$ cat src/verilog/obc_map.svh
// Register map, field positions and constants of the config register bank.
`ifndef OBC_MAP_SVH
`define OBC_MAP_SVH
`define OBC_ADDR_W 10
`define OBC_UNLOCK_OFS 10'h018
`define OBC_OSC0_OFS 10'h024
`define OBC_OSC_STRIDE 10'h004
`define OBC_BOD_OFS 10'h02c
`define OBC_BG_OFS 10'h030
`define OBC_IO_BROWNOUT_CONTROL_OFS 10'h034
`define OBC_KEY 8'haa
`define OBC_KEY_HI 31
`define OBC_KEY_LO 24
`define OBC_SFV_BIT 31
`define OBC_FCD_BIT 16
`define OBC_OSCEN_BIT 16
`define OBC_AGC_BIT 3
`define OBC_MODE_BIT 0
`define OBC_GAIN_HI 2
`define OBC_GAIN_LO 1
`define OBC_SU_HI 11
`define OBC_SU_LO 8
`define OBC_CTRL_HI 9
`define OBC_CTRL_LO 8
`define OBC_HYSTERESIS_ENABLE_BIT 6
`define OBC_LVL_HI 5
`define OBC_LVL_LO 0
`define OBC_TRIM_HI 2
`define OBC_TRIM_LO 0
`define OBC_OSC_MASK 32'h00010f0f
`define OBC_BOD_MASK 32'h8000037f
`define OBC_BG_MASK 32'h80000007
`define OBC_FCD_MASK 32'h00010000
`define OBC_CTRL_OFF 2'h0
`define OBC_CTRL_RESET 2'h1
`define OBC_CTRL_IRQ 2'h2
`define OBC_CNT_W 16
`endif

$ cat src/verilog/obc_pkg.sv
// Types shared by the config register bank.
package obc_pkg;
  typedef logic [31:0] obc_word_t;
  typedef logic [9:0] obc_addr_t;
  typedef enum logic {OBC_FL_IDLE, OBC_FL_WAIT} obc_fuse_state_t;
endpackage

$ cat src/verilog/obc_config_regs.sv
// Oscillator and brown-out configuration register bank.
`timescale 1ns/1ps
`include "obc_map.svh"
module obc_config_regs (
  // Clock and reset.
  input wire logic ref_clk,
  input wire logic nrst,
  // Peripheral bus access.
  input wire logic pbSel,
  input wire logic pbWrite,
  input wire obc_pkg::obc_addr_t pbAddr,
  input wire obc_pkg::obc_word_t pbWdata,
  output obc_pkg::obc_word_t pbRdata,
  output logic pbReady,
  // Fuse values from the flash controller.
  input wire logic fuseReady,
  input wire logic [9:0] fuseCoreBod,
  input wire logic [2:0] fuseBandgap,
  input wire logic [9:0] fuseIoBod,
  // Reset cause and brown-out sense.
  input wire logic warmResetReq,
  input wire logic resetByCoreBod,
  input wire logic coreBodDetect,
  input wire logic coreBodIrqMask,
  input wire logic slowRcClk,
  // Oscillator controls.
  output logic [1:0] oscEnable,
  output logic [1:0] oscCrystalEnable,
  output logic [1:0] oscOutPinFree,
  output logic [1:0] oscAutoGain,
  output logic [3:0] oscGain,
  output logic [1:0] oscReady,
  // Brown-out and bandgap controls.
  output logic [1:0] coreBodCtrl,
  output logic coreBodHyst,
  output logic [5:0] coreBodLevel,
  output logic coreBodResetReq,
  output logic coreBodIrq,
  output logic [1:0] ioBodCtrl,
  output logic ioBodHyst,
  output logic [5:0] ioBodLevel,
  output logic [2:0] bandgapTrim
);
  import obc_pkg::*;

  // ------------------------------------------------------------
  // Synchronisers
  // ------------------------------------------------------------
  logic [2:0] rcSync_reg;
  logic [2:0] warmSync_reg;
  logic [1:0] causeSync_reg;
  logic [1:0] detSync_reg;
  logic rcTick;
  logic warmEvent;

  // Pins cross in two flops; the third flop only feeds edge detection.
  always_ff @(posedge ref_clk or negedge nrst) begin
    if (!nrst) begin
      rcSync_reg <= 3'h0;
      warmSync_reg <= 3'h0;
      causeSync_reg <= 2'h0;
      detSync_reg <= 2'h0;
    end else begin
      rcSync_reg <= {rcSync_reg[1:0], slowRcClk};
      warmSync_reg <= {warmSync_reg[1:0], warmResetReq};
      causeSync_reg <= {causeSync_reg[0], resetByCoreBod};
      detSync_reg <= {detSync_reg[0], coreBodDetect};
    end
  end
  assign rcTick = rcSync_reg[1] && !rcSync_reg[2];
  assign warmEvent = warmSync_reg[1] && !warmSync_reg[2];

  // ------------------------------------------------------------
  // Bus decode and unlock
  // ------------------------------------------------------------
  logic wrAcc;
  logic unlockHit;
  logic protOk;
  logic unlockValid_reg;
  obc_addr_t unlockAddr_reg;

  assign wrAcc = pbSel && pbWrite;
  assign unlockHit = wrAcc && pbAddr == `OBC_UNLOCK_OFS &&
    pbWdata[`OBC_KEY_HI:`OBC_KEY_LO] == `OBC_KEY;
  assign protOk = unlockValid_reg && unlockAddr_reg == pbAddr;

  // Any access consumes the unlock, so a stray read also relocks.
  always_ff @(posedge ref_clk or negedge nrst) begin
    if (!nrst) begin
      unlockValid_reg <= 1'b0;
      unlockAddr_reg <= 10'h000;
    end else if (pbSel) begin
      unlockValid_reg <= unlockHit;
      if (unlockHit) begin
        unlockAddr_reg <= pbWdata[`OBC_ADDR_W-1:0];
      end
    end
  end

  // ------------------------------------------------------------
  // Fuse loader
  // ------------------------------------------------------------
  obc_fuse_state_t fuseState_reg;
  logic [2:0] reload_reg;
  logic fuseLoad;
  obc_word_t coreBod_reg;
  obc_word_t bandgap_reg;
  obc_word_t ioBod_reg;

  assign fuseLoad = fuseState_reg == OBC_FL_WAIT && fuseReady;

  // A warm reset caused by a core brown-out keeps calibrated fields.
  always_ff @(posedge ref_clk or negedge nrst) begin
    if (!nrst) begin
      fuseState_reg <= OBC_FL_WAIT;
      reload_reg <= 3'h7;
    end else begin
      unique case (fuseState_reg)
        OBC_FL_IDLE: begin
          if (warmEvent) begin
            fuseState_reg <= OBC_FL_WAIT;
            reload_reg <= {!ioBod_reg[`OBC_FCD_BIT] || !causeSync_reg[1],
              !bandgap_reg[`OBC_FCD_BIT] || !causeSync_reg[1],
              !coreBod_reg[`OBC_FCD_BIT] || !causeSync_reg[1]};
          end
        end
        OBC_FL_WAIT: begin
          if (fuseReady) begin
            fuseState_reg <= OBC_FL_IDLE;
            reload_reg <= 3'h0;
          end
        end
      endcase
    end
  end

  // ------------------------------------------------------------
  // Protected registers
  // ------------------------------------------------------------
  logic wrCore;
  logic wrBg;
  logic wrIo;
  obc_word_t oscCtrl_reg [2];

  assign wrCore = wrAcc && protOk && pbAddr == `OBC_BOD_OFS &&
    !coreBod_reg[`OBC_SFV_BIT];
  assign wrBg = wrAcc && protOk && pbAddr == `OBC_BG_OFS &&
    !bandgap_reg[`OBC_SFV_BIT];
  assign wrIo = wrAcc && protOk && pbAddr == `OBC_IO_BROWNOUT_CONTROL_OFS &&
    !ioBod_reg[`OBC_SFV_BIT];

  // Fuse load wins over software; the done flag is hardware owned.
  always_ff @(posedge ref_clk or negedge nrst) begin
    if (!nrst) begin
      coreBod_reg <= 32'h00000000;
    end else if (fuseLoad && reload_reg[0]) begin
      coreBod_reg <= ({22'h000000, fuseCoreBod} & `OBC_BOD_MASK) |
        `OBC_FCD_MASK;
    end else if (wrCore) begin
      coreBod_reg <= (pbWdata & `OBC_BOD_MASK) |
        (coreBod_reg & `OBC_FCD_MASK);
    end
  end

  always_ff @(posedge ref_clk or negedge nrst) begin
    if (!nrst) begin
      bandgap_reg <= 32'h00000000;
    end else if (fuseLoad && reload_reg[1]) begin
      bandgap_reg <= {29'h00000000, fuseBandgap} | `OBC_FCD_MASK;
    end else if (wrBg) begin
      bandgap_reg <= (pbWdata & `OBC_BG_MASK) |
        (bandgap_reg & `OBC_FCD_MASK);
    end
  end

  always_ff @(posedge ref_clk or negedge nrst) begin
    if (!nrst) begin
      ioBod_reg <= 32'h00000000;
    end else if (fuseLoad && reload_reg[2]) begin
      ioBod_reg <= ({22'h000000, fuseIoBod} & `OBC_BOD_MASK) |
        `OBC_FCD_MASK;
    end else if (wrIo) begin
      ioBod_reg <= (pbWdata & `OBC_BOD_MASK) |
        (ioBod_reg & `OBC_FCD_MASK);
    end
  end

  // ------------------------------------------------------------
  // Oscillator channels
  // ------------------------------------------------------------
  for (genvar i = 0; i < 2; i++) begin : g_osc
    localparam obc_addr_t OFS = 10'(`OBC_OSC0_OFS + `OBC_OSC_STRIDE * i);
    always_ff @(posedge ref_clk or negedge nrst) begin
      if (!nrst) begin
        oscCtrl_reg[i] <= 32'h00000000;
      end else if (wrAcc && protOk && pbAddr == OFS) begin
        oscCtrl_reg[i] <= pbWdata & `OBC_OSC_MASK;
      end
    end
    assign oscEnable[i] = oscCtrl_reg[i][`OBC_OSCEN_BIT];
    assign oscCrystalEnable[i] = oscCtrl_reg[i][`OBC_MODE_BIT];
    assign oscAutoGain[i] = oscCtrl_reg[i][`OBC_AGC_BIT];
    assign oscGain[2*i+1:2*i] = oscCtrl_reg[i][`OBC_GAIN_HI:`OBC_GAIN_LO];
    // The pin flag is a flop of its own so the output stays registered.
    always_ff @(posedge ref_clk or negedge nrst) begin
      if (!nrst) begin
        oscOutPinFree[i] <= 1'b1;
      end else begin
        oscOutPinFree[i] <= !oscCtrl_reg[i][`OBC_MODE_BIT];
      end
    end
    obc_startup_counter u_start (
      .ref_clk(ref_clk),
      .nrst(nrst),
      .enable(oscCtrl_reg[i][`OBC_OSCEN_BIT]),
      .code(oscCtrl_reg[i][`OBC_SU_HI:`OBC_SU_LO]),
      .rcTick(rcTick),
      .ready(oscReady[i])
    );
  end

  // ------------------------------------------------------------
  // Analog controls and brown-out responses
  // ------------------------------------------------------------
  assign coreBodCtrl = coreBod_reg[`OBC_CTRL_HI:`OBC_CTRL_LO];
  assign coreBodHyst = coreBod_reg[`OBC_HYSTERESIS_ENABLE_BIT];
  assign coreBodLevel = coreBod_reg[`OBC_LVL_HI:`OBC_LVL_LO];
  assign ioBodCtrl = ioBod_reg[`OBC_CTRL_HI:`OBC_CTRL_LO];
  assign ioBodHyst = ioBod_reg[`OBC_HYSTERESIS_ENABLE_BIT];
  assign ioBodLevel = ioBod_reg[`OBC_LVL_HI:`OBC_LVL_LO];
  assign bandgapTrim = bandgap_reg[`OBC_TRIM_HI:`OBC_TRIM_LO];

  // Reserved control code 3 acts as off, so it can neither reset nor alert.
  always_ff @(posedge ref_clk or negedge nrst) begin
    if (!nrst) begin
      coreBodResetReq <= 1'b0;
      coreBodIrq <= 1'b0;
    end else begin
      coreBodResetReq <= detSync_reg[1] &&
        coreBodCtrl == `OBC_CTRL_RESET;
      coreBodIrq <= detSync_reg[1] && coreBodIrqMask &&
        coreBodCtrl == `OBC_CTRL_IRQ;
    end
  end

  // ------------------------------------------------------------
  // Read data
  // ------------------------------------------------------------
  always_ff @(posedge ref_clk or negedge nrst) begin
    if (!nrst) begin
      pbRdata <= 32'h00000000;
      pbReady <= 1'b0;
    end else begin
      pbReady <= pbSel;
      if (pbSel && !pbWrite) begin
        unique case (pbAddr)
          `OBC_OSC0_OFS: pbRdata <= oscCtrl_reg[0];
          `OBC_OSC0_OFS + `OBC_OSC_STRIDE: pbRdata <= oscCtrl_reg[1];
          `OBC_BOD_OFS: pbRdata <= coreBod_reg;
          `OBC_BG_OFS: pbRdata <= bandgap_reg;
          `OBC_IO_BROWNOUT_CONTROL_OFS: pbRdata <= ioBod_reg;
          default: pbRdata <= 32'h00000000;
        endcase
      end
    end
  end
endmodule

$ cat src/verilog/obc_startup_counter.sv
// Oscillator startup counter advanced by slow RC ticks.
`timescale 1ns/1ps
`include "obc_map.svh"
module obc_startup_counter (
  // Clock and reset.
  input wire logic ref_clk,
  input wire logic nrst,
  // Control.
  input wire logic enable,
  input wire logic [3:0] code,
  input wire logic rcTick,
  // Status.
  output logic ready
);
  import obc_pkg::*;

  logic [`OBC_CNT_W-1:0] count_reg;
  logic [`OBC_CNT_W-1:0] target;
  logic [`OBC_CNT_W-1:0] countNext;

  // Decode of the startup code; reserved code 15 waits the longest.
  always_comb begin
    unique case (code)
      4'h0: target = 16'h0000;
      4'h1: target = 16'h0040;
      4'h2: target = 16'h0080;
      4'h3: target = 16'h0800;
      4'h4: target = 16'h1000;
      4'h5: target = 16'h2000;
      4'h6: target = 16'h4000;
      4'h7: target = 16'h8000;
      4'h8: target = 16'h0004;
      4'h9: target = 16'h0008;
      4'ha: target = 16'h0010;
      4'hb: target = 16'h0020;
      4'hc: target = 16'h0100;
      4'hd: target = 16'h0200;
      4'he: target = 16'h0400;
      default: target = 16'h8000;
    endcase
  end

  assign countNext = count_reg + 16'h0001;

  // Dropping enable restarts the wait from zero.
  always_ff @(posedge ref_clk or negedge nrst) begin
    if (!nrst) begin
      count_reg <= 16'h0000;
      ready <= 1'b0;
    end else if (!enable) begin
      count_reg <= 16'h0000;
      ready <= 1'b0;
    end else if (!ready) begin
      if (target == 16'h0000) begin
        ready <= 1'b1;
      end else if (rcTick) begin
        count_reg <= countNext;
        ready <= (countNext >= target);
      end
    end
  end
endmodule

$ cat config.mk
export PLATFORM = sky130hd
export DESIGN_NAME = obc_config_regs
export DESIGN_NICKNAME = d
export VERILOG_FILES = /design/src/verilog/obc_pkg.sv /design/src/verilog/obc_config_regs.sv /design/src/verilog/obc_startup_counter.sv
export VERILOG_INCLUDE_DIRS = /design/src /design/src/verilog
export SDC_FILE = /design/constraint.sdc
export NUM_CORES = 1
export LEC_CHECK = 0
export BUFFER_PORTS_ARGS = -buffer_cell sky130_fd_sc_hd__clkbuf_2
export CAP_MARGIN = 20
export CORE_MARGIN = 10
export CORE_UTILIZATION = 59
export DETAILED_ROUTE_END_ITERATION = 7
export GPL_ROUTABILITY_DRIVEN = 0
export PLACE_DENSITY = 0.92
export SLEW_MARGIN = 20
export SYNTH_ARGS = -nofsm -noshare
export SYNTH_HDL_FRONTEND = slang
export SYNTH_SLANG_ARGS = --single-unit
$ cat constraint.sdc
create_clock -name ref_clk -period 7.2 [get_ports ref_clk]
set_input_delay 1.08 -clock ref_clk [delete_from_list [all_inputs] [get_ports ref_clk]]
set_output_delay 1.08 -clock ref_clk [all_outputs]
set_load 0.01 [all_outputs]
==> results.sh, run 1 <==
export IMPL_die_w_um=130
export IMPL_cp_data_arrival_time_ns=3.74
export IMPL_synth_common_cells="dfrtp_1 (116), nand2_1 (75), nand3_1 (66)"
export IMPL_async_flop_share_pct=100
export IMPL_setup_violations_final=0
export IMPL_finalCriticalPeriod_ns=3.42
export IMPL_io_pins=145
export IMPL_cts_sinks=122
export IMPL_worst_setup_path_start_kind="primary input"
export IMPL_cts_tree="yes"
export IMPL_synth_area_um2=7170
export IMPL_rr_worst_depth=9
export IMPL_avgRoutedWirePerCell_um=19.8
export IMPL_vias=5926
export IMPL_timing_final_crit_share_pct=47.6
export IMPL_cts_buffer_depth=2
export IMPL_synth_largest_area_cell="dfrtp_1"
export IMPL_coreArea_um2=12000
export IMPL_clkLatencyLatePin_ns=0.43
export IMPL_drc_errors=0
export IMPL_dieHeight_um=130
export IMPL_timing_rr_end="g_osc[0].u_start.ready"
export IMPL_worst_pin_slew_ns=0.941
export IMPL_hold_violations=0
export IMPL_synth_distinct_cells=53
export IMPL_synth_seq_cells=122
export IMPL_root_buffer="clkbuf_16"
export IMPL_slew_violations=0
export IMPL_multiInputGateArea_um2=3710
export IMPL_vdd_drop_max_mv=0.150
export IMPL_start_util_pct=60.0
export IMPL_cts_setup_buffers=0
export IMPL_yosys_warnings=0
export IMPL_cp_max_fo=17
export IMPL_status="finished clean"
export IMPL_num_rows=40
export IMPL_ctsHoldBuffers=0
export IMPL_avgSynthCellArea_um2=9.85
export IMPL_h_tree_depth=4
export IMPL_cts_inserted_buffers=17
export IMPL_firstDrtPassIters=5
export IMPL_vias_per_cell=6.11
export IMPL_seqCellArea_um2=3060
export IMPL_fmax_mhz=292
export IMPL_powerDensity_nw_per_um2=243
export IMPL_n_fill_cell=863
export IMPL_endpoint="oscGain[0]"
export IMPL_grt_pass1_vias=6024
export IMPL_worst_setup_path_type="primary input to flip-flop"
export IMPL_grt_start_max_net_pins=73
export IMPL_clk_pin_slew_ns=0.06
export IMPL_max_cap_violations=0
export IMPL_dp_hpwl_um=13300
export IMPL_grt_setup_unrepaired="no"
export IMPL_area_delta_synth_final_pct=14.6
export IMPL_grt_pass1_wl_um=30100
export IMPL_r2r_start="g_osc[0].u_start.count_reg[0]"
export IMPL_synth_top_area_share_pct=40.5
export IMPL_nets=915
export IMPL_synth_flop_cell="dfrtp_1"
export IMPL_power_mw=2.00
export IMPL_critPathRequiredTime_ns=7.51
export IMPL_cts_repair_resized=0
export IMPL_drive_gt1_share_pct=24.9
export IMPL_largest_reg_flops=32
export IMPL_synth_edf_count=0
export IMPL_fin_tns_setup_ns=0
export IMPL_yosysMostFrequentCell="dfrtp_1"
export IMPL_diodes=0
export IMPL_min_path_type="flip-flop to flip-flop"
export IMPL_grt_ovfl_total=0
export IMPL_netlist_instances=728
export IMPL_timing_reg2reg_setup_slack_ns=4.32
export IMPL_whs_ns=0.346
export IMPL_yosysSeqAreaShare_pct=42.7
export IMPL_ant_nets=0
export IMPL_cp_startpoint="pbAddr[4]"
export IMPL_drt_total_wl_um=19200
export IMPL_drtIter0Drc=577
export IMPL_grt_total_usage_pct=22.7
export IMPL_fp_dieArea_um2=17000
export IMPL_portBuffers=112
export IMPL_p_leak_nw=3.92
export IMPL_antenna_found_initial=0
export IMPL_cp_end_kind="flip-flop"
export IMPL_synthTopCellsByArea="dfrtp_1 (40%), ha_1 (5.2%), mux2_2 (5.0%), xnor2_1 (4.6%), nand3_1 (4.6%)"
export IMPL_slew_headroom_pct=37.1
export IMPL_finalClockSkew_ns=0.00682
==> worst min path at each step <==
| stage | start | depth (start not counted) | end |
|---|---|---|---|
| after floorplan | causeSync_reg[0] | 0 | causeSync_reg[1] |
| after global placement | causeSync_reg[0] | 0 | causeSync_reg[1] |
| after detailed placement | rcSync_reg[0] | 0 | rcSync_reg[1] |
| after CTS | detSync_reg[0] | 0 | detSync_reg[1] |
| after global routing | warmSync_reg[0] | 0 | warmSync_reg[1] |
| final | detSync_reg[0] | 0 | detSync_reg[1] |
==> per-stage QoR <==
stage	cell area, um^2	instances	util, %	worst slack [ns]
4_1_cts	8220	970	68.7	3.84
2_1_floorplan	7240	746	-	4.07
6_report	8220	970	68.7	3.78
5_1_grt	8220	970	68.7	3.67
3_5_place_dp	7570	938	63.3	3.39
3_3_place_gp	7570	938	63.3	3.49
==> critical path, stage by stage <==
cell and delay [ns]:
clkbuf_2 0.26, xor2_1 0.24, or4_4 0.55, nor3_1 0.70, nand2_1 0.49, mux2_2 0.41
==> cell type report <==
| type | instances | share of cell area (%) |
|---|---|---|
| Multi-Input combinational cell | 545 | 45.1 |
| Inverter | 9 | 0.411 |
| Timing Repair Buffer | 115 | 7.12 |
| Clock inverter | 15 | 2.72 |
| Sequential cell | 122 | 37.2 |
| Tap cell | 147 | 2.24 |
| Clock buffer | 17 | 5.18 |
==> metal layers <==
metal	track usage (%)	wire length, um	vias up
li1	-	-	2696
met1	27.0	7640	2878
met2	35.5	8960	281
met3	7.38	1810	71
met4	13.2	793	0
met5	0	0	-
==> kinds of logic (layout without fill, tap and decap cells) <==
| kind of cell | after synthesis | in the layout | share of synthesized area, % |
|---|---|---|---|
| simple gates | 298 | 298 | 22.6 |
| buf+inv | 79 | 156 | 6.68 |
| flops | 122 | 122 | 42.7 |
| xor+xnor | 61 | 61 | 7.45 |
| compound gates | 93 | 93 | 8.67 |
| mux | 44 | 44 | 6.70 |
| other cells | 1 | 19 | 0.0523 |
| fa+ha+maj | 30 | 30 | 5.23 |
==> where the power goes <==
| part | switching [mW] | internal, mW | total (mW) |
|---|---|---|---|
| clock | 0.328 | 0.614 | 0.942 |
| sequential | 0.0615 | 0.751 | 0.812 |
| combinational | 0.151 | 0.0955 | 0.247 |
| total | 0.541 | 1.46 | 2.00 |
==> placed cells by master, fill, tap and decap left out, types with 5 or more instances in the layout <==
master,n
a21o_1,10
nor2b_1,11
inv_1,9
xor2_1,23
nand4b_1,5
and3_1,8
a21boi_0,6
bufinv_16,5
a22o_1,6
clkbuf_16,17
a22oi_1,9
a21oi_1,9
clkbuf_2,111
o21ai_0,21
nand2_1,75
or3_1,7
and2_1,25
nand4_1,13
nor2_1,27
nor3_1,11
dfstp_2,6
ha_1,30
mux2i_1,12
xnor2_1,38
conb_1,19
a31oi_1,12
mux2_2,32
nor4_1,5
nand2b_1,8
nand3_1,66
or3b_2,16
dfrtp_1,116
a211oi_1,6
Power figures use the tool's default switching activity.
==> run 2: changes to the inputs <==
CORE_UTILIZATION = 50   (was 59)
PLACE_DENSITY = 0.84   (was 0.92)
clock period = 2.8 ns   (was 7.2 ns; I/O delays follow)
==> results.sh, run 2 (same netlist as run 1, synthesis figures left out) <==
export IMPL_powerDensity_nw_per_um2=593
export IMPL_grt_pass1_wl_um=31100
export IMPL_multiInputGateArea_um2=3710
export IMPL_violations="hold timing"
export IMPL_dp_hpwl_um=14100
export IMPL_timing_final_crit_share_pct=91.1
export IMPL_worst_pin_slew_ns=0.720
export IMPL_max_cap_violations=0
export IMPL_cp_max_fo=5
export IMPL_power_mw=5.00
export IMPL_die_w_um=140
export IMPL_crit_slowest_cell="dfrtp_1"
export IMPL_grt_setup_unrepaired="no"
export IMPL_h_tree_depth=4
export IMPL_vdd_drop_max_mv=0.529
export IMPL_antenna_found_initial=1
export IMPL_firstDrtPassIters=5
export IMPL_portBuffers=112
export IMPL_cp_end_kind="flip-flop"
export IMPL_vias=5901
export IMPL_drt_total_wl_um=19200
export IMPL_final_cell_mix="dfrtp_1 (116), clkbuf_2 (111), nand2_1 (75), nand3_1 (65), xnor2_1 (38)"
export IMPL_status="complete, but fails checks"
export IMPL_cts_sinks=122
export IMPL_grt_total_usage_pct=19.5
export IMPL_cts_inserted_buffers=17
export IMPL_whs_ns=-0.0202
export IMPL_vias_per_cell=5.73
export IMPL_nets=939
export IMPL_start_util_pct=51.3
export IMPL_io_pins=145
export IMPL_cp_data_arrival_time_ns=2.84
export IMPL_critPathRequiredTime_ns=3.09
export IMPL_worst_setup_path_type="flip-flop to flip-flop"
export IMPL_drive_gt1_share_pct=27.0
export IMPL_cts_tree="yes"
export IMPL_crit_chain="ha_1 > nand2_1 > nor3_1 > and3_1 > xor2_1 > ha_1 > and3_1 > a22o_1 > o21ai_0 > a31oi_1"
export IMPL_slew_headroom_pct=51.9
export IMPL_grt_ovfl_total=0
export IMPL_final_common_cell="dfrtp_1"
export IMPL_seqCellArea_um2=3060
export IMPL_setup_violations_final=0
export IMPL_area_delta_synth_final_pct=17.6
export IMPL_p_leak_nw=4.03
export IMPL_clkLatencyLatePin_ns=0.43
export IMPL_finalCriticalPeriod_ns=2.55
export IMPL_avgRoutedWirePerCell_um=18.6
export IMPL_ant_nets=0
export IMPL_worst_setup_path_start_kind="flip-flop"
export IMPL_finalClockSkew_ns=0.00742
export IMPL_largest_reg_flops=32
export IMPL_slew_violations=0
export IMPL_fp_dieArea_um2=19500
export IMPL_num_rows=43
export IMPL_grt_start_max_net_pins=81
export IMPL_grt_pass1_vias=6021
export IMPL_n_fill_cell=1126
export IMPL_hold_violations=5
export IMPL_utilization_pct=60.3
export IMPL_drtIter0Drc=462
export IMPL_coreArea_um2=14000
export IMPL_cp_slowest_stage_delay_ns=0.40
export IMPL_fin_tns_setup_ns=0
export IMPL_root_buffer="clkbuf_16"
export IMPL_cts_buffer_depth=2
export IMPL_dieHeight_um=140
export IMPL_clk_pin_slew_ns=0.05
export IMPL_drc_errors=0
export IMPL_min_path_type="primary input to asynchronous set/reset pin"
export IMPL_fmax_mhz=392
[run 2: cell types whose count changed in the layout (fill, tap and decap cells not counted), sizes merged]
cell,before,now
clkbuf,128,133
buf,4,28
diode,0,2
clkinvlp,2,3
bufinv,5,3
clkinv,7,4
inv,10,9
[run 2: final cells by class]
class | count | area share [%]
Multi-Input combinational cell | 545 | 44.0
Sequential cell | 122 | 36.3
Tap cell | 180 | 2.67
Timing Repair Buffer | 139 | 9.22
Clock buffer | 22 | 5.74
Inverter | 9 | 0.400
Clock inverter | 10 | 1.66
Antenna cell | 2 | 0.0593
[run 2: metrics by stage]
step	cell area [um^2]	cells	setup slack (ns)
after floorplan	7240	746	0.322
after global placement	7800	995	0.202
after detailed placement	7800	995	0.162
after CTS	8420	1027	0.180
after global routing	8440	1028	0.0681
final	8440	1029	0.249
[run 2: critical path: cells and delay by family, from the launching register on]
family,cells,cell delay [ns]
xor+xnor,1,0.16
fa+ha+maj,2,0.54
simple gates,4,0.77
compound gates,3,0.54
flops,1,0.40
[run 2: path summary, 6_finish.rpt]
kind,from,to,depth (start not counted),slack [ns]
min in group ref_clk,resetByCoreBod,causeSync_reg[0],1,0.09
min reg2reg,rcSync_reg[0],rcSync_reg[1],0,0.35
max reg2reg,g_osc[1].u_start.count_reg[0],g_osc[1].u_start.ready,10,0.25
min,nrst,g_osc[0].u_start.count_reg[5],2,-0.02
max in group asynchronous,nrst,reload_reg[1],2,2.33
max,g_osc[1].u_start.count_reg[0],g_osc[1].u_start.ready,10,0.25
[run 2: what timing repair did]
action / 4_1_cts / 5_1_grt
gates resized for setup: 0 / 2
buffers inserted: 0 / 0
setup endpoints to repair: 0 / 1
hold buffers: 0 / 0
[run 2: power breakdown]
part / switching (mW) / total (mW) / internal [mW]
combinational: 0.377 / 0.630 / 0.253
clock: 0.797 / 2.29 / 1.49
sequential: 0.156 / 2.09 / 1.93
[run 2: metal layers]
layer | global-route usage, % | routed length [um] | vias up
li1 | - | - | 2752
met1 | 23.3 | 7860 | 2848
met2 | 30.6 | 9180 | 274
met3 | 6.84 | 1720 | 27
met4 | 9.57 | 418 | 0
met5 | 0 | 0 | -
==> run 3: changes to the inputs <==
CORE_UTILIZATION = 25   (was 50)
PLACE_DENSITY = 0.51   (was 0.84)
==> results.sh, run 3 (same netlist as run 1, synthesis figures left out) <==
export IMPL_grt_start_max_net_pins=57
export IMPL_cp_end_kind="flip-flop"
export IMPL_cts_inserted_buffers=17
export IMPL_timing_rr_end="g_osc[0].u_start.ready"
export IMPL_fmax_mhz=390
export IMPL_p_leak_nw=4.00
export IMPL_nets=937
export IMPL_avgRoutedWirePerCell_um=17.5
export IMPL_timing_final_crit_share_pct=91.6
export IMPL_crit_buf_inv=0
export IMPL_stdcell_count=1223
export IMPL_crit_slowest_cell="or3_1"
export IMPL_grt_ovfl_total=0
export IMPL_cts_tree="yes"
export IMPL_status="finished clean"
export IMPL_crit_chain="nand4_1 > or3_1 > nor2_1 > xor2_1 > ha_1 > a21o_1 > a21o_1 > a211oi_1 > a31oi_1"
export IMPL_critPathTopFamily="simple AND/OR/NAND/NOR gates"
export IMPL_diodes=0
export IMPL_fin_tns_setup_ns=0
export IMPL_io_pins=145
export IMPL_worstHoldStart="slowRcClk"
export IMPL_drt_total_wl_um=21400
export IMPL_timing_reg2reg_setup_slack_ns=0.24
export IMPL_dieHeight_um=189
export IMPL_start_util_pct=25.5
export IMPL_firstDrtPassIters=5
export IMPL_slew_headroom_pct=51.1
export IMPL_dp_hpwl_um=16300
export IMPL_hold_depth=1
export IMPL_drc_errors=0
export IMPL_coreArea_um2=28100
export IMPL_final_cell_mix="dfrtp_1 (116), clkbuf_2 (111), nand2_1 (75), nand3_1 (65), xnor2_1 (38)"
export IMPL_max_cap_violations=0
export IMPL_root_buffer="clkbuf_16"
export IMPL_final_common_cell="dfrtp_1"
export IMPL_whs_ns=0.107
export IMPL_min_path_type="primary input to flip-flop"
export IMPL_cts_sinks=122
export IMPL_powerDensity_nw_per_um2=570
export IMPL_fin_area_um2=8620
export IMPL_grt_total_usage_pct=11.9
export IMPL_grt_pass1_wl_um=33600
export IMPL_portBuffers=112
export IMPL_dpl_cell_area_um2=8030
export IMPL_num_rows=61
export IMPL_cp_data_arrival_time_ns=2.86
export IMPL_clk_pin_slew_ns=0.05
export IMPL_cts_buffer_depth=2
export IMPL_setup_violations_final=0
export IMPL_antenna_found_initial=0
export IMPL_vias=5624
export IMPL_fp_dieArea_um2=35900
export IMPL_critPathMostFrequentCell="a21o_1"
export IMPL_vdd_drop_max_mv=0.446
export IMPL_vias_per_cell=4.60
export IMPL_finalClockSkew_ns=0.00614
export IMPL_slew_violations=0
export IMPL_critPathRequiredTime_ns=3.09
export IMPL_worst_setup_path_start_kind="flip-flop"
export IMPL_cts_setup_buffers=0
export IMPL_ant_nets=0
export IMPL_area_delta_synth_final_pct=20.2
export IMPL_grt_setup_unrepaired="no"
export IMPL_largest_reg_flops=32
export IMPL_rr_worst_depth=9
export IMPL_hold_violations=0
export IMPL_worst_pin_slew_ns=0.733
export IMPL_drive_gt1_share_pct=26.6
export IMPL_grt_pass1_vias=5672
export IMPL_min_to="rcSync_reg[0]"
export IMPL_cp_slowest_stage_delay_ns=0.49
export IMPL_worst_setup_path_type="flip-flop to flip-flop"
export IMPL_dp_cells=1190
export IMPL_h_tree_depth=4
export IMPL_cp_max_fo=6
export IMPL_r2r_start="g_osc[0].u_start.count_reg[8]"
export IMPL_clkLatencyLatePin_ns=0.42
export IMPL_die_w_um=189
export IMPL_drtIter0Drc=354
export IMPL_finalCriticalPeriod_ns=2.56
-- run 3: how the worst max path moves through the flow --
| stage | slack, ns | cells after the start | to | startpoint |
|---|---|---|---|---|
| floorplan | 0.32 | 9 | g_osc[0].u_start.ready | g_osc[0].u_start.count_reg[0] |
| global placement | 0.17 | 7 | ioBod_reg[2] | pbAddr[9] |
| detailed placement | 0.17 | 7 | ioBod_reg[0] | pbAddr[9] |
| CTS | 0.18 | 10 | g_osc[0].u_start.ready | g_osc[0].u_start.count_reg[0] |
| global route | 0.007 | 9 | g_osc[0].u_start.ready | g_osc[0].u_start.count_reg[8] |
| finish | 0.24 | 9 | g_osc[0].u_start.ready | g_osc[0].u_start.count_reg[8] |
-- run 3: layer usage --
layer  GRT usage [%]  routed length [um]
met5               0                   0
met3            3.64                1330
met4            4.37                 388
met2            17.9                9620
met1            15.8               10100
-- run 3: where the power goes --
part | leakage (nW) | switching (mW) | internal (mW)
registers | 1.61 | 0.160 | 1.93
clock network | 0.286 | 0.805 | 1.37
logic | 2.10 | 0.391 | 0.254
total | 4.00 | 1.36 | 3.55
-- run 3: repair_timing --
action / 4_1_cts / 5_1_grt
setup endpoints to repair: 0 / 2
hold endpoints to repair: 31 / 0
gates resized for setup: 0 / 3
hold buffers: 1 / 0
-- run 3: through the flow --
step                worst slack [ns]  util, %  power, mW
floorplan                      0.322        -       2.55
global placement               0.174     28.6       2.78
detailed placement             0.168     28.6       2.78
CTS                            0.181     30.7       4.98
global route                 0.00702     30.7       5.15
finish                         0.235     30.7       4.91
-- run 3: area by class of cell --
type                    instances  area, um^2
repair buffers                137         766
fillers                      2965       19500
well taps                     378         473
clock inverters                 9        97.6
multi-input cells             545        3720
flip-flops and latches        122        3060
inverters                       9        33.8
clock buffers                  23         478
-- run 3: worst reg2reg max path: cells and delay by family (launching register included) --
kind / cells / cell delay [ns]
simple gates: 3 / 0.86
compound gates: 4 / 0.70
flops: 1 / 0.45
fa+ha+maj: 1 / 0.26
xor+xnor: 1 / 0.17
